$ cat config.mk
export PLATFORM = sky130hd
export DESIGN_NAME = ama_alarm_mask_aggregator
export DESIGN_NICKNAME = d
export VERILOG_FILES = /design/src/pkg/ama_pkg.sv /design/src/hdl/ama_alarm_mask_aggregator.sv
export VERILOG_INCLUDE_DIRS = /design/src /design/src/pkg
export SDC_FILE = /design/constraint.sdc
export NUM_CORES = 1
export LEC_CHECK = 0
export BUFFER_PORTS_ARGS = -buffer_cell sky130_fd_sc_hd__buf_4
export CAP_MARGIN = 30
export CORE_MARGIN = 2
export CORE_UTILIZATION = 37
export DETAILED_ROUTE_END_ITERATION = 10
export PLACE_DENSITY = 0.9
export SLEW_MARGIN = 20
export SYNTH_ARGS = -nofsm -noshare
export SYNTH_HDL_FRONTEND = slang
export SYNTH_SLANG_ARGS = --single-unit
$ cat constraint.sdc
create_clock -name clk -period 3.8 [get_ports clk]
set_input_delay 0 -clock clk [delete_from_list [all_inputs] [get_ports clk]]
set_output_delay 0 -clock clk [all_outputs]
set_load 0.01 [all_outputs]
$ cat src/pkg/ama_map.svh
// register offsets, field positions and reset values of the alarm mask aggregator
`ifndef AMA_MAP_SVH
`define AMA_MAP_SVH
`define AMA_IDX_SUMMARY 12'h2C0
`define AMA_IDX_FLAGS 12'h2C1
`define AMA_IDX_MASK 12'h2C2
`define AMA_ADDR_SUMMARY 14'h0B00
`define AMA_ADDR_FLAGS 14'h0B04
`define AMA_ADDR_MASK 14'h0B08
`define AMA_BIT_DIVIDER 0
`define AMA_BIT_OSC 1
`define AMA_BIT_REALIGN 2
`define AMA_BIT_LINK 3
`define AMA_BIT_PLL 4
`define AMA_NUM_SRC 5
`define AMA_MASK_RESET 5'h1F
`define AMA_FLAGS_RESET 5'h1F
`endif

$ cat src/pkg/ama_pkg.sv
// types of the alarm mask aggregator
`default_nettype none
package ama_pkg;
	typedef struct packed {
		logic pll_unlock;
		logic link_down;
		logic realign;
		logic osc_phase;
		logic divider_mismatch;
	} ama_src_t;
	typedef struct packed {
		logic [4:0] alarm_source_mask;
		logic [4:0] alarm_sticky_flags;
		logic summary;
		logic pready;
		logic pslverr;
		logic [31:0] prdata;
	} ama_state_t;
endpackage : ama_pkg
`default_nettype wire

$ cat src/hdl/ama_alarm_mask_aggregator.sv
// alarm masking and summary logic with an apb register slave
`timescale 1ns/10ps
`default_nettype none
`include "ama_map.svh"
module ama_alarm_mask_aggregator (
	// clock and reset
	input wire logic clk,
	input wire logic rst,
	// apb slave
	input wire logic psel,
	input wire logic penable,
	input wire logic pwrite,
	input wire logic [31:0] paddr,
	input wire logic [31:0] pwdata,
	input wire logic [3:0] pstrb,
	output logic pready,
	output logic [31:0] prdata,
	output logic pslverr,
	// alarm sources
	input wire ama_pkg::ama_src_t src,
	// summary alarm
	output logic alarm
);
	ama_pkg::ama_state_t state;
	ama_pkg::ama_state_t next_state;
	logic [4:0] src_vec;
	logic [4:0] clr;
	logic [4:0] flags_now;
	logic [4:0] mask_now;
	logic [4:0] gated;
	logic setup;
	logic acc_done;
	logic hit_sum;
	logic hit_flags;
	logic hit_mask;

	assign src_vec = src;
	assign setup = psel && !penable;
	assign hit_sum = paddr[13:0] == `AMA_ADDR_SUMMARY;
	assign hit_flags = paddr[13:0] == `AMA_ADDR_FLAGS;
	assign hit_mask = paddr[13:0] == `AMA_ADDR_MASK;
	assign flags_now = state.alarm_sticky_flags;
	assign mask_now = state.alarm_source_mask;
	// completing edge of any transfer, read only by the checks
	assign acc_done = psel && penable && pready;

	always_comb begin
		next_state = state;
		clr = 5'h00;
		next_state.pready = 1'b0;
		next_state.pslverr = 1'b0;
		// answer one cycle after setup: access phase sees pready high
		if (setup) begin
			next_state.pready = 1'b1;
			next_state.pslverr = !(hit_sum || hit_flags || hit_mask) || (paddr[31:14] != 18'h00000);
			next_state.prdata = 32'h00000000;
			if (!pwrite) begin
				if (hit_sum)
					next_state.prdata = {31'h00000000, state.summary};
				else if (hit_flags)
					next_state.prdata = {27'h0000000, state.alarm_sticky_flags};
				else if (hit_mask)
					next_state.prdata = {27'h0000000, state.alarm_source_mask};
			end
		end
		// writes take effect at the completing edge, when pready is already high
		if (psel && penable && state.pready && pwrite && pstrb[0] && !state.pslverr) begin
			if (hit_mask)
				next_state.alarm_source_mask = pwdata[4:0];
			if (hit_flags)
				clr = pwdata[4:0];
		end
		// set wins over a write-one clear issued in the same cycle
		next_state.alarm_sticky_flags = (state.alarm_sticky_flags & ~clr) | src_vec;
		// summary follows registered flags and mask, one cycle behind them
		next_state.summary = |gated;
	end

	// one gate per source; a set mask bit keeps its flag out of the summary
	for (genvar g = 0; g < `AMA_NUM_SRC; g++) begin : gate_gen
		assign gated[g] = flags_now[g] && !mask_now[g];
	end

	always_ff @(posedge clk) begin
		if (rst) begin
			state.alarm_source_mask <= `AMA_MASK_RESET;
			state.alarm_sticky_flags <= `AMA_FLAGS_RESET;
			state.summary <= 1'b0;
			state.pready <= 1'b0;
			state.pslverr <= 1'b0;
			state.prdata <= 32'h00000000;
		end else begin
			state <= next_state;
		end
	end

	assign pready = state.pready;
	assign pslverr = state.pslverr;
	assign prdata = state.prdata;
	assign alarm = state.summary;

	a_pll_mask_gate: assert property (@(posedge clk) disable iff (rst)
		(state.alarm_source_mask[`AMA_BIT_PLL] && state.alarm_sticky_flags[4:0] == 5'h10)
		|=> !alarm) else $error("masked pll flag reached summary");
	a_realign_mask_gate: assert property (@(posedge clk) disable iff (rst)
		(state.alarm_source_mask[`AMA_BIT_REALIGN] && state.alarm_sticky_flags == 5'h04)
		|=> !alarm) else $error("masked realign flag reached summary");
	a_osc_mask_gate: assert property (@(posedge clk) disable iff (rst)
		(state.alarm_source_mask[`AMA_BIT_OSC] && state.alarm_sticky_flags == 5'h02)
		|=> !alarm) else $error("masked oscillator flag reached summary");
	a_divider_mask_gate: assert property (@(posedge clk) disable iff (rst)
		(state.alarm_source_mask[`AMA_BIT_DIVIDER] && state.alarm_sticky_flags == 5'h01)
		|=> !alarm) else $error("masked divider flag reached summary");
	a_mask_reset_value: assert property (@(posedge clk)
		(!rst && $past(rst)) |-> state.alarm_source_mask == 5'h1F)
		else $error("mask reset value wrong");
	a_link_mask_gate: assert property (@(posedge clk) disable iff (rst)
		(state.alarm_source_mask[`AMA_BIT_LINK] && state.alarm_sticky_flags == 5'h08)
		|=> !alarm) else $error("masked link flag reached summary");
	a_summary_unmasked: assert property (@(posedge clk) disable iff (rst)
		|(state.alarm_sticky_flags & ~state.alarm_source_mask) |=> alarm)
		else $error("unmasked flag missing from summary");
	a_pll_flag_sticky: assert property (@(posedge clk) disable iff (rst)
		src.pll_unlock |=> state.alarm_sticky_flags[`AMA_BIT_PLL])
		else $error("pll unlock flag not set");
	a_link_flag_sticky: assert property (@(posedge clk) disable iff (rst)
		(state.alarm_sticky_flags[`AMA_BIT_LINK] && !(psel && penable && pwrite && hit_flags))
		|=> state.alarm_sticky_flags[`AMA_BIT_LINK]) else $error("link flag dropped without clear");
	a_realign_flag_set: assert property (@(posedge clk) disable iff (rst)
		src.realign |=> state.alarm_sticky_flags[`AMA_BIT_REALIGN])
		else $error("realign flag not set");
	a_apb_answer: assert property (@(posedge clk) disable iff (rst)
		(psel && !penable) |=> pready) else $error("apb answer late");
	a_pready_single: assert property (@(posedge clk) disable iff (rst)
		pready |=> !pready) else $error("pready held too long");
	a_err_with_ready: assert property (@(posedge clk) disable iff (rst)
		pslverr |-> pready) else $error("pslverr without pready");
	a_bad_addr_err: assert property (@(posedge clk) disable iff (rst)
		(psel && !penable && paddr[31:14] != 18'h00000) |=> pslverr)
		else $error("upper address bits not refused");
	a_unmapped_read_zero: assert property (@(posedge clk) disable iff (rst)
		(psel && !penable && !pwrite && !(hit_sum || hit_flags || hit_mask)) |=> prdata == 32'h00000000)
		else $error("unmapped read not zero");
	a_read_mask_data: assert property (@(posedge clk) disable iff (rst)
		(psel && !penable && !pwrite && hit_mask && paddr[31:14] == 18'h00000)
		|=> prdata == {27'h0000000, $past(state.alarm_source_mask)})
		else $error("mask read data wrong");
	a_read_flags_data: assert property (@(posedge clk) disable iff (rst)
		(psel && !penable && !pwrite && hit_flags && paddr[31:14] == 18'h00000)
		|=> prdata == {27'h0000000, $past(state.alarm_sticky_flags)})
		else $error("flags read data wrong");
	a_read_summary_data: assert property (@(posedge clk) disable iff (rst)
		(psel && !penable && !pwrite && hit_sum && paddr[31:14] == 18'h00000)
		|=> prdata == {31'h00000000, $past(alarm)})
		else $error("summary read data wrong");

	// flag setting, holding and clearing
	a_link_flag_set: assert property (@(posedge clk) disable iff (rst)
		src.link_down |=> state.alarm_sticky_flags[`AMA_BIT_LINK])
		else $error("link flag not set");
	a_osc_flag_set: assert property (@(posedge clk) disable iff (rst)
		src.osc_phase |=> state.alarm_sticky_flags[`AMA_BIT_OSC])
		else $error("oscillator flag not set");
	a_divider_flag_set: assert property (@(posedge clk) disable iff (rst)
		src.divider_mismatch |=> state.alarm_sticky_flags[`AMA_BIT_DIVIDER])
		else $error("divider flag not set");
	a_pll_flag_hold: assert property (@(posedge clk) disable iff (rst)
		(state.alarm_sticky_flags[`AMA_BIT_PLL] && !(acc_done && pwrite && hit_flags))
		|=> state.alarm_sticky_flags[`AMA_BIT_PLL]) else $error("pll flag dropped without clear");
	a_realign_flag_hold: assert property (@(posedge clk) disable iff (rst)
		(state.alarm_sticky_flags[`AMA_BIT_REALIGN] && !(acc_done && pwrite && hit_flags))
		|=> state.alarm_sticky_flags[`AMA_BIT_REALIGN]) else $error("realign flag dropped");
	a_osc_flag_hold: assert property (@(posedge clk) disable iff (rst)
		(state.alarm_sticky_flags[`AMA_BIT_OSC] && !(acc_done && pwrite && hit_flags))
		|=> state.alarm_sticky_flags[`AMA_BIT_OSC]) else $error("oscillator flag dropped");
	a_divider_flag_hold: assert property (@(posedge clk) disable iff (rst)
		(state.alarm_sticky_flags[`AMA_BIT_DIVIDER] && !(acc_done && pwrite && hit_flags))
		|=> state.alarm_sticky_flags[`AMA_BIT_DIVIDER]) else $error("divider flag dropped");
	a_pll_flag_clear: assert property (@(posedge clk) disable iff (rst)
		(acc_done && pwrite && pstrb[0] && hit_flags && paddr[31:14] == 18'h00000
			&& pwdata[`AMA_BIT_PLL] && !src.pll_unlock)
		|=> !state.alarm_sticky_flags[`AMA_BIT_PLL]) else $error("pll flag not cleared");
	a_link_flag_clear: assert property (@(posedge clk) disable iff (rst)
		(acc_done && pwrite && pstrb[0] && hit_flags && paddr[31:14] == 18'h00000
			&& pwdata[`AMA_BIT_LINK] && !src.link_down)
		|=> !state.alarm_sticky_flags[`AMA_BIT_LINK]) else $error("link flag not cleared");
	a_realign_flag_clear: assert property (@(posedge clk) disable iff (rst)
		(acc_done && pwrite && pstrb[0] && hit_flags && paddr[31:14] == 18'h00000
			&& pwdata[`AMA_BIT_REALIGN] && !src.realign)
		|=> !state.alarm_sticky_flags[`AMA_BIT_REALIGN]) else $error("realign flag not cleared");
	a_flags_reset_value: assert property (@(posedge clk)
		(!rst && $past(rst)) |-> state.alarm_sticky_flags == `AMA_FLAGS_RESET)
		else $error("flags reset value wrong");

	// mask register and summary
	a_mask_write_lands: assert property (@(posedge clk) disable iff (rst)
		(acc_done && pwrite && pstrb[0] && hit_mask && paddr[31:14] == 18'h00000)
		|=> state.alarm_source_mask == $past(pwdata[4:0])) else $error("mask write lost");
	a_mask_strobe_off: assert property (@(posedge clk) disable iff (rst)
		(acc_done && pwrite && !pstrb[0]) |=> $stable(state.alarm_source_mask))
		else $error("mask changed without strobe");
	a_summary_quiet: assert property (@(posedge clk) disable iff (rst)
		!(|(state.alarm_sticky_flags & ~state.alarm_source_mask)) |=> !alarm)
		else $error("summary set with every flag masked");
	a_summary_after_reset: assert property (@(posedge clk)
		(!rst && $past(rst)) |-> !alarm) else $error("summary not clear after reset");

	c_summary_rise: cover property (@(posedge clk) disable iff (rst) !alarm ##1 alarm);
	c_flag_clear: cover property (@(posedge clk) disable iff (rst)
		state.alarm_sticky_flags[`AMA_BIT_PLL] ##1 !state.alarm_sticky_flags[`AMA_BIT_PLL]);
	c_mask_write: cover property (@(posedge clk) disable iff (rst)
		psel && penable && pready && pwrite && hit_mask);
	c_bad_addr: cover property (@(posedge clk) disable iff (rst) pready && pslverr);
	c_set_wins: cover property (@(posedge clk) disable iff (rst)
		acc_done && pwrite && hit_flags && pwdata[`AMA_BIT_PLL] && src.pll_unlock);
endmodule : ama_alarm_mask_aggregator
`default_nettype wire

==> flow_summary.yaml, run 1 <==
status:
  status: "finished clean"
power_and_ir_drop:
  powerDensity_mw_per_mm2: 252.0
  p_sw_share_pct: 24.06
  p_total_mw: 0.3850
  p_comb_share_pct: 20.0
  pwr-share-clk_pct: 30.8
  power_switching_mw: 0.09265
  p_int_mw: 0.2924
  ir_drop_v: 0.0001592
  p_leak_nw: 0.7280
  power_frac_seq_pct: 49.3
critical_path:
  crit_arrival_ps: 1720
  required_ps: 4000
  crit_type: "flop to flop"
  rrSetupSlack_ps: 2280
  setup.worst_path.start_class: "flop"
  cpPeakStageDelay_ps: 400
  critPathMaxFanout: 10
  worstPathCellList: "and4b_1, and3_1, nand3_1, a211o_1"
  cp_slowest_cell: "and3_1"
  critPathCaptureType: "flop"
layout:
  final_layout_size_suffix_gt1_share_pct: 34.78
  antennaDiodeCount: 0
  fin_nets: 263
  fillers: 244
  area_delta_synth_final_pct: 43.31
logic_synthesis:
  synthTopCellsByCount: "buf_4, dfxtp_1, o21ai_0"
  yosysMostFrequentCell: "buf_4"
  synth_edf_count: 0
  ys_seq_area_share_pct: 33.80
  synth_top_area_share_pct: 33.80
  yosysWarnings: 0
  syn_area_sq_mm: 0.001066
  synth_area_leaders: "dfxtp_1, buf_4, o21ai_0"
  synth-seq-cells: 18
  avgSynthCellArea_sq_um: 8.958
  synth_flop_cell: "dfxtp_1"
  synth_top_area_cell: "dfxtp_1"
  async_flop_share_pct: 0
  synth_cells: 119
  yosysUniqueCellTypes: 35
routing:
  antenna_left: 0
  vias: 1051
  via_per_inst: 4.888
  wl_per_cell_microns: 11.88
  drt-total-wl_microns: 2555
  drc: 0
  drt_iter0_markers: 22
  dr.pass1.iters: 4
clock_tree:
  hold_buffers: 11
  clk_pin_slew_ps: 100
  cts_buffers: 3
  clk_latency_ps: 300
  cts.sinks: 18
  clockBufferDepth: 2
  cts_setup_buffers: 0
  cts.repair.resized: 0
  clock-root-buffer: "clkbuf_4"
  htreeDepth: 1
  cts_tree: "yes"
timing:
  finalCriticalPeriod_ps: 1521
  hold_viol: 0
  skew_ps: 3.594
  slew_viol_final: 0
  max_freq_mhz: 657.6
  final.setup.tns_ps: 0
  tightestPinTransition_ps: 617.3
  slew_headroom_pct: 58.53
  setup_viol: 0
  min_period_over_period_pct: 40.02
  rsz0062_at_grt: "false"
floorplanning:
  rows: 19
  initial_core_util_pct: 38.66
  die_y_microns: 57.68
  core_sq_mm: 0.002758
  die_w_microns: 57.68
  io_pins: 113
  dieArea_sq_mm: 0.003326
flow_run:
  max_cap_violations: 0
grt:
  antenna_found_initial: 0
  overflow: 0
  grt_pass1_wl_microns: 4071
  grt_max_degree: 16
  first_global_vias: 996
  grt.total_usage_pct: 15.22
placed_design:
  port_buffers: 55
  gp_congestion: 0.7752
  dp_hpwl_microns: 2039
min_path:
  hp-class: "input port to flop"
[worst paths after layout]
path              cells past startpoint      endpoint        start
hold reg to reg                       2   mask_now[4]  mask_now[4]
hold / removal                        3        pready         psel
setup reg to reg                      4  flags_now[2]      pslverr
setup / recovery                      4  flags_now[2]      pslverr
[metal layers]
metal  track usage (%)  up-vias  routed length [microns]
met2             28.08       41                     1382
met3            0.8929        5                      138
met1             18.33      489                      994
li1                  -      516                        -
met5                 0        -                        0
met4             5.980        0                       40
[cells by family after synthesis]
group	after synthesis	synth area share, %
compound gates	30	19.72
buf+inv	36	23.71
flops	18	33.80
mux	1	0.9390
other cells	1	0.3518
simple gates	33	21.48
[critical path: cells and delay by family, from the launching register on]
family	cells	cell delay [ps]
flops	1	320
simple gates	3	800
compound gates	1	300
[flip-flops by register name, summed over array words and instances, names as in the netlist]
| signal | flops |
|---|---|
| flags_now | 5 |
| mask_now | 5 |
| prdata | 5 |
| alarm | 1 |
| pready | 1 |
| pslverr | 1 |
[area by class of cell]
cell class              instances  area, sq um  share of cell area (%)
clock buffers                   4        36.28                   2.375
repair buffers                 66        523.0                   34.23
well taps                      31        38.79                   2.539
multi-input cells              91        550.5                   36.04
inverters                       5        18.77                   1.228
flip-flops and latches         18        360.3                   23.59
[stage by stage]
stage | worst slack (ps) | utilization, % | hold slack [ps] | std cells | cell area, sq um
floorplan | 2487 | - | 94.35 | 145 | 1164
global placement | 2312 | 50.09 | 181.6 | 200 | 1381
detailed placement | 2305 | 50.09 | 183.7 | 200 | 1381
CTS | 2288 | 55.40 | 3.384 | 215 | 1528
global route | 2218 | 55.40 | 17.99 | 215 | 1528
finish | 2279 | 55.40 | 4.715 | 215 | 1528
[cell usage in the layout (no fill, tap or decap), drive strengths merged, types with 5 or more instances in the layout]
cell         count
conb            27
nand3            6
nand2            7
dfxtp           18
o21ai           10
buf             55
a31oi            5
inv              5
a211o            5
dlygate4sd3     11
[power groups by stage]
stage          clock, mW  combinational [mW]  sequential [mW]
2_1_floorplan          0              0.0432            0.194
3_3_place_gp           0              0.0658            0.194
3_5_place_dp           0              0.0672            0.194
4_1_cts            0.119              0.0762            0.190
5_1_grt            0.129              0.0829            0.190
6_report           0.118              0.0768            0.190
Note: power is estimated with default switching activity, not from simulation.
==> run 2, diff against run 1 <==
- CORE_UTILIZATION: 37 -> 31
- PLACE_DENSITY: 0.9 -> 0.81
- clock period: 3.8 -> 1.2 ns (I/O delays scaled with it)
==> run 2 against run 1 <==
Net effect:
- flip-flop and latch count unchanged
- power grew to 3.2 times the previous value
- sequential power rose to 3.2 times the previous value
- maximum frequency up 20%
- first-iteration DRC count increased to 3.1 times the previous value
- sequential share of layout area shrank 2.3 points
- clock-buffer cell count unchanged
- worst hold slack better by 41 ps
- register-to-register slack worse by 2400 ps
- critical path depth unchanged
- critical path type unchanged
- the run now ends with negative setup slack left
- clock skew shrank 2.1 ps
==> flow_summary.yaml, run 2 (synthesis gave the netlist of run 1 again) <==
critical_path:
  rr_worst_depth: 4
  setup.worst_path.start_class: "flop"
  critPathMaxFanout: 7
  critPathCaptureType: "flop"
  crit_type: "flop to flop"
  crit_arrival_ps: 1460
  required_ps: 1390
  rrSetupSlack_ps: -70
placed_design:
  port_buffers: 55
  gp_congestion: 0.8112
  dp_hpwl_microns: 2189
clock_tree:
  clk_pin_slew_ps: 100
  cts_tree: "yes"
  clk_latency_ps: 290
  cts_buffers: 3
  htreeDepth: 1
  cts.sinks: 18
  clock-root-buffer: "clkbuf_4"
  clockBufferDepth: 2
routing:
  dr.pass1.iters: 5
  drt-total-wl_microns: 3001
  drc: 0
  drt_iter0_markers: 69
  via_per_inst: 4.671
  wl_per_cell_microns: 12.50
  vias: 1121
  antenna_left: 0
power_and_ir_drop:
  p_comb_share_pct: 21.7
  powerDensity_mw_per_mm2: 733.8
  pwr-share-clk_pct: 30.1
  ir_drop_v: 0.0003313
  power_frac_seq_pct: 48.2
  p_sw_share_pct: 24.75
  power_switching_mw: 0.3084
  p_leak_nw: 0.7818
  p_total_mw: 1.246
  p_int_mw: 0.9375
timing:
  slew_viol_final: 0
  finalCriticalPeriod_ps: 1272
  skew_ps: 1.455
  setup_viol: 9
  layout_setup_ws_ps: -72.49
  rsz0062_at_grt: "true"
  min_period_over_period_pct: 106.0
  hold_viol: 0
  max_freq_mhz: 785.9
layout:
  layout_common_cells: "buf_4, conb_1, dfxtp_1"
  antennaDiodeCount: 0
  fin_nets: 273
  post-route-util_pct: 51.29
  final_layout_size_suffix_gt1_share_pct: 44.33
  fillers: 311
  area_delta_synth_final_pct: 59.27
  layout_commonest_cell: "buf_4"
min_path:
  worstHoldPathCells: 4
  hp-class: "input port to flop"
grt:
  overflow: 0
  grt_pass1_wl_microns: 4719
  grt_max_degree: 16
  antenna_found_initial: 0
  first_global_vias: 1048
  grt.total_usage_pct: 14.63
floorplanning:
  rows: 21
  io_pins: 113
  core_sq_mm: 0.003311
  initial_core_util_pct: 32.20
  die_y_microns: 62.64
  die_w_microns: 62.64
  dieArea_sq_mm: 0.003924
status:
  status: "finished, violations left"
  violations: "negative setup slack"
flow_run:
  max_cap_violations: 0
==> run 2: cell count changes in the layout (fill, tap and decap cells not counted), sizes merged <==
cell	change
buf	+10
==> run 2: power by group through the flow <==
stage	Sequential [mW]	Combinational (mW)	Clock, mW
after floorplan	0.616	0.137	0
after global placement	0.615	0.224	0
after detailed placement	0.615	0.226	0
after CTS	0.601	0.256	0.373
after global routing	0.602	0.290	0.413
final	0.601	0.270	0.375
==> run 2: final cells by class <==
cell class	count	area, sq um	share of cell area (%)
repair buffers	76	598.1	35.22
well taps	46	57.56	3.390
multi-input cells	91	625.6	36.85
clock buffers	4	36.28	2.137
inverters	5	18.77	1.105
flip-flops and latches	18	361.6	21.30
==> run 2: worst paths after layout <==
kind | startpoint | to
setup / recovery | pslverr | flags_now[1]
hold reg to reg | mask_now[1] | mask_now[1]
hold / removal | pwrite | mask_now[0]
setup reg to reg | pslverr | flags_now[1]
==> run 2: per-stage QoR <==
step                TNS [ps]  hold WS (ps)  setup slack, ps  cell area, sq um  cells
global placement      -484.9         182.0           -83.58              1506    224
floorplan             -276.4         94.35           -55.37              1190    145
detailed placement    -619.8         183.1           -116.8              1506    224
finish                -442.8         46.17           -72.49              1698    240
CTS                   -492.7         25.48           -77.52              1653    240
global route          -971.1         59.85           -133.4              1698    240
==> run 2: per-layer routing <==
layer / wire, microns / track usage (%) / vias to the layer above
li1: - / - / 538
met1: 1137 / 16.11 / 526
met2: 1651 / 29.17 / 53
met3: 180 / 1.441 / 4
met4: 30 / 4.167 / 0
met5: 0 / 0 / -
==> run 2: timing repair <==
item,4_1_cts,5_1_grt
hold endpoints to repair,13,0
hold buffers,11,0
setup buffers,2,0
pin swaps,3,3
setup endpoints to repair,7,11
resized for setup,3,8
==> run 2: worst max-delay path, stage by stage, from the launching register on <==
cell and delay [ps]:
dfxtp_2 330, and4b_1 260, and3_4 260, nand3_2 80, a211o_1 250
==> run 3, diff against run 2 <==
- SETUP_SLACK_MARGIN: default -> 0.5
==> run 3 against run 2 <==
Net effect:
- the run ends with negative hold slack, negative setup slack left
- routed wire length rose by 3.5%
- core utilization rose by 4.7 points
- clock power rose by 2%
- clock skew fell by 0.61 ps
- clock-buffer cell count did not move
- maximum frequency fell by 2.9%
- setup slack got worse by 38 ps
- combinational power rose by 8.5%
- critical path type unchanged
==> flow_summary.yaml, run 3 (synthesis gave the netlist of run 1 again) <==
clock_tree:
  htreeDepth: 1
  cts.sinks: 18
  clock-root-buffer: "clkbuf_4"
  cts_tree: "yes"
  clk_pin_slew_ps: 110
  hold_buffers: 10
  cts_buffers: 3
  clockBufferDepth: 2
  clk_latency_ps: 300
timing:
  min_period_over_period_pct: 109.2
  max_freq_mhz: 763.3
  finalCriticalPeriod_ps: 1310
  slew_viol_final: 0
  timing.hold.ws_ps: -54.90
  skew_ps: 0.8463
  setup_viol: 5
  layout_setup_ws_ps: -110.1
  hold_viol: 3
  final.setup.tns_ps: -477.2
  rsz0062_at_grt: "true"
placed_design:
  port_buffers: 55
  pre_cts_ws_ps: -100.3
  dp_hpwl_microns: 2301
  gp_congestion: 0.7928
  dp_cells: 224
  placed_area_sq_mm: 0.001528
routing:
  wl_per_cell_microns: 12.78
  dr.pass1.iters: 4
  drc: 0
  drt-total-wl_microns: 3105
  vias: 1139
  via_per_inst: 4.687
  antenna_left: 0
  drt_iter0_markers: 32
power_and_ir_drop:
  p_total_mw: 1.279
  p_comb_share_pct: 22.9
  p_int_mw: 0.9563
  powerDensity_mw_per_mm2: 690.0
  p_sw_share_pct: 25.20
  pwr-share-clk_pct: 30.1
  power_frac_seq_pct: 47.0
  p_leak_nw: 0.8561
  ir_drop_v: 0.0002392
  power_switching_mw: 0.3222
critical_path:
  critical_path_cell_count: 5
  worstPathCellList: "and4b_1, and3_4, buf_12, nand3_2, a211o_1"
  cpLargestDelayFamily: "simple AND/OR/NAND/NOR gates"
  reg2reg_from: "pslverr"
  worst_r2r_endpoint: "flags_now[4]"
  cpPeakStageDelay_ps: 330
  rrSetupSlack_ps: -110
  cp_slowest_cell: "dfxtp_2"
  critPathCaptureType: "flop"
  required_ps: 1400
  cp.buffers_inverters: 1
  critPathMaxFanout: 10
  setup.worst_path.start_class: "flop"
  crit_type: "flop to flop"
  crit_arrival_ps: 1510
  crit_end: "flags_now[4]"
  rr_worst_depth: 5
  startpoint: "pslverr"
floorplanning:
  io_pins: 113
  die_y_microns: 62.64
  initial_core_util_pct: 32.20
  dieArea_sq_mm: 0.003924
  die_w_microns: 62.64
  rows: 21
  core_sq_mm: 0.003311
flow_run:
  max_cap_violations: 0
grt:
  grt.total_usage_pct: 16.11
  grt_pass1_wl_microns: 5037
  overflow: 0
  first_global_vias: 1135
  grt_max_degree: 15
  antenna_found_initial: 0
layout:
  final_area_sq_mm: 0.001853
  layout_commonest_cell: "buf_4"
  fin_nets: 276
  post-route-util_pct: 55.97
  final_layout_size_suffix_gt1_share_pct: 53.81
  layout_common_cells: "buf_4, conb_1, buf_6"
  area_delta_synth_final_pct: 73.83
  final_cells: 243
  antennaDiodeCount: 0
status:
  violations: "negative hold slack, negative setup slack"
  status: "finished, violations left"
min_path:
  hp-class: "input port to flop"
run 3: cell types whose count changed in the layout (fill, tap and decap cells not counted), sizes merged:
cell and delta:
buf +4, dlygate4sd3 -2, dlymetal6s4s +1
run 3: area by class of cell:
class / instances / area [sq um]
multi-input combinational: 91 / 643.1
sequential: 18 / 374.1
tap: 46 / 57.56
fill: 316 / 1458
timing repair buffer: 79 / 723.2
clock buffer: 4 / 36.28
inverter: 5 / 18.77
run 3: power by group through the flow:
stage,clock (mW),combinational [mW],sequential (mW)
3_3_place_gp,0,0.232,0.615
3_5_place_dp,0,0.237,0.615
2_1_floorplan,0,0.139,0.616
4_1_cts,0.387,0.284,0.601
6_report,0.384,0.293,0.601
5_1_grt,0.406,0.315,0.602
run 3: how the worst min path moves through the flow:
stage                         start            to  slack (ps)  depth (start not counted)
final                     pwdata[2]   mask_now[2]         -50                          3
after global routing      pwdata[2]   mask_now[2]         -50                          3
after CTS                 pwdata[2]   mask_now[2]         -60                          3
after detailed placement     src[1]  flags_now[1]         190                          2
after global placement       src[1]  flags_now[1]         180                          2
after floorplan              src[0]  flags_now[0]          90                          1
run 3: tightest hold or removal path, cell delays in order:
cell and delay [ps]:
buf_4 90, a31oi_1 70, nand2_1 60
run 3: what timing repair did:
item                                    in CTS  in global routing
gates resized for setup                     36                 10
endpoints found under the hold margin       12                  2
setup buffers                                3                  2
endpoints found under the setup margin      25                 25
pin swaps                                    3                  3
run 3: metal layers:
layer	GRT usage, %	wire, microns
met5	0	0
met4	9.722	79
met3	3.063	221
met2	28.76	1654
met1	17.54	1150
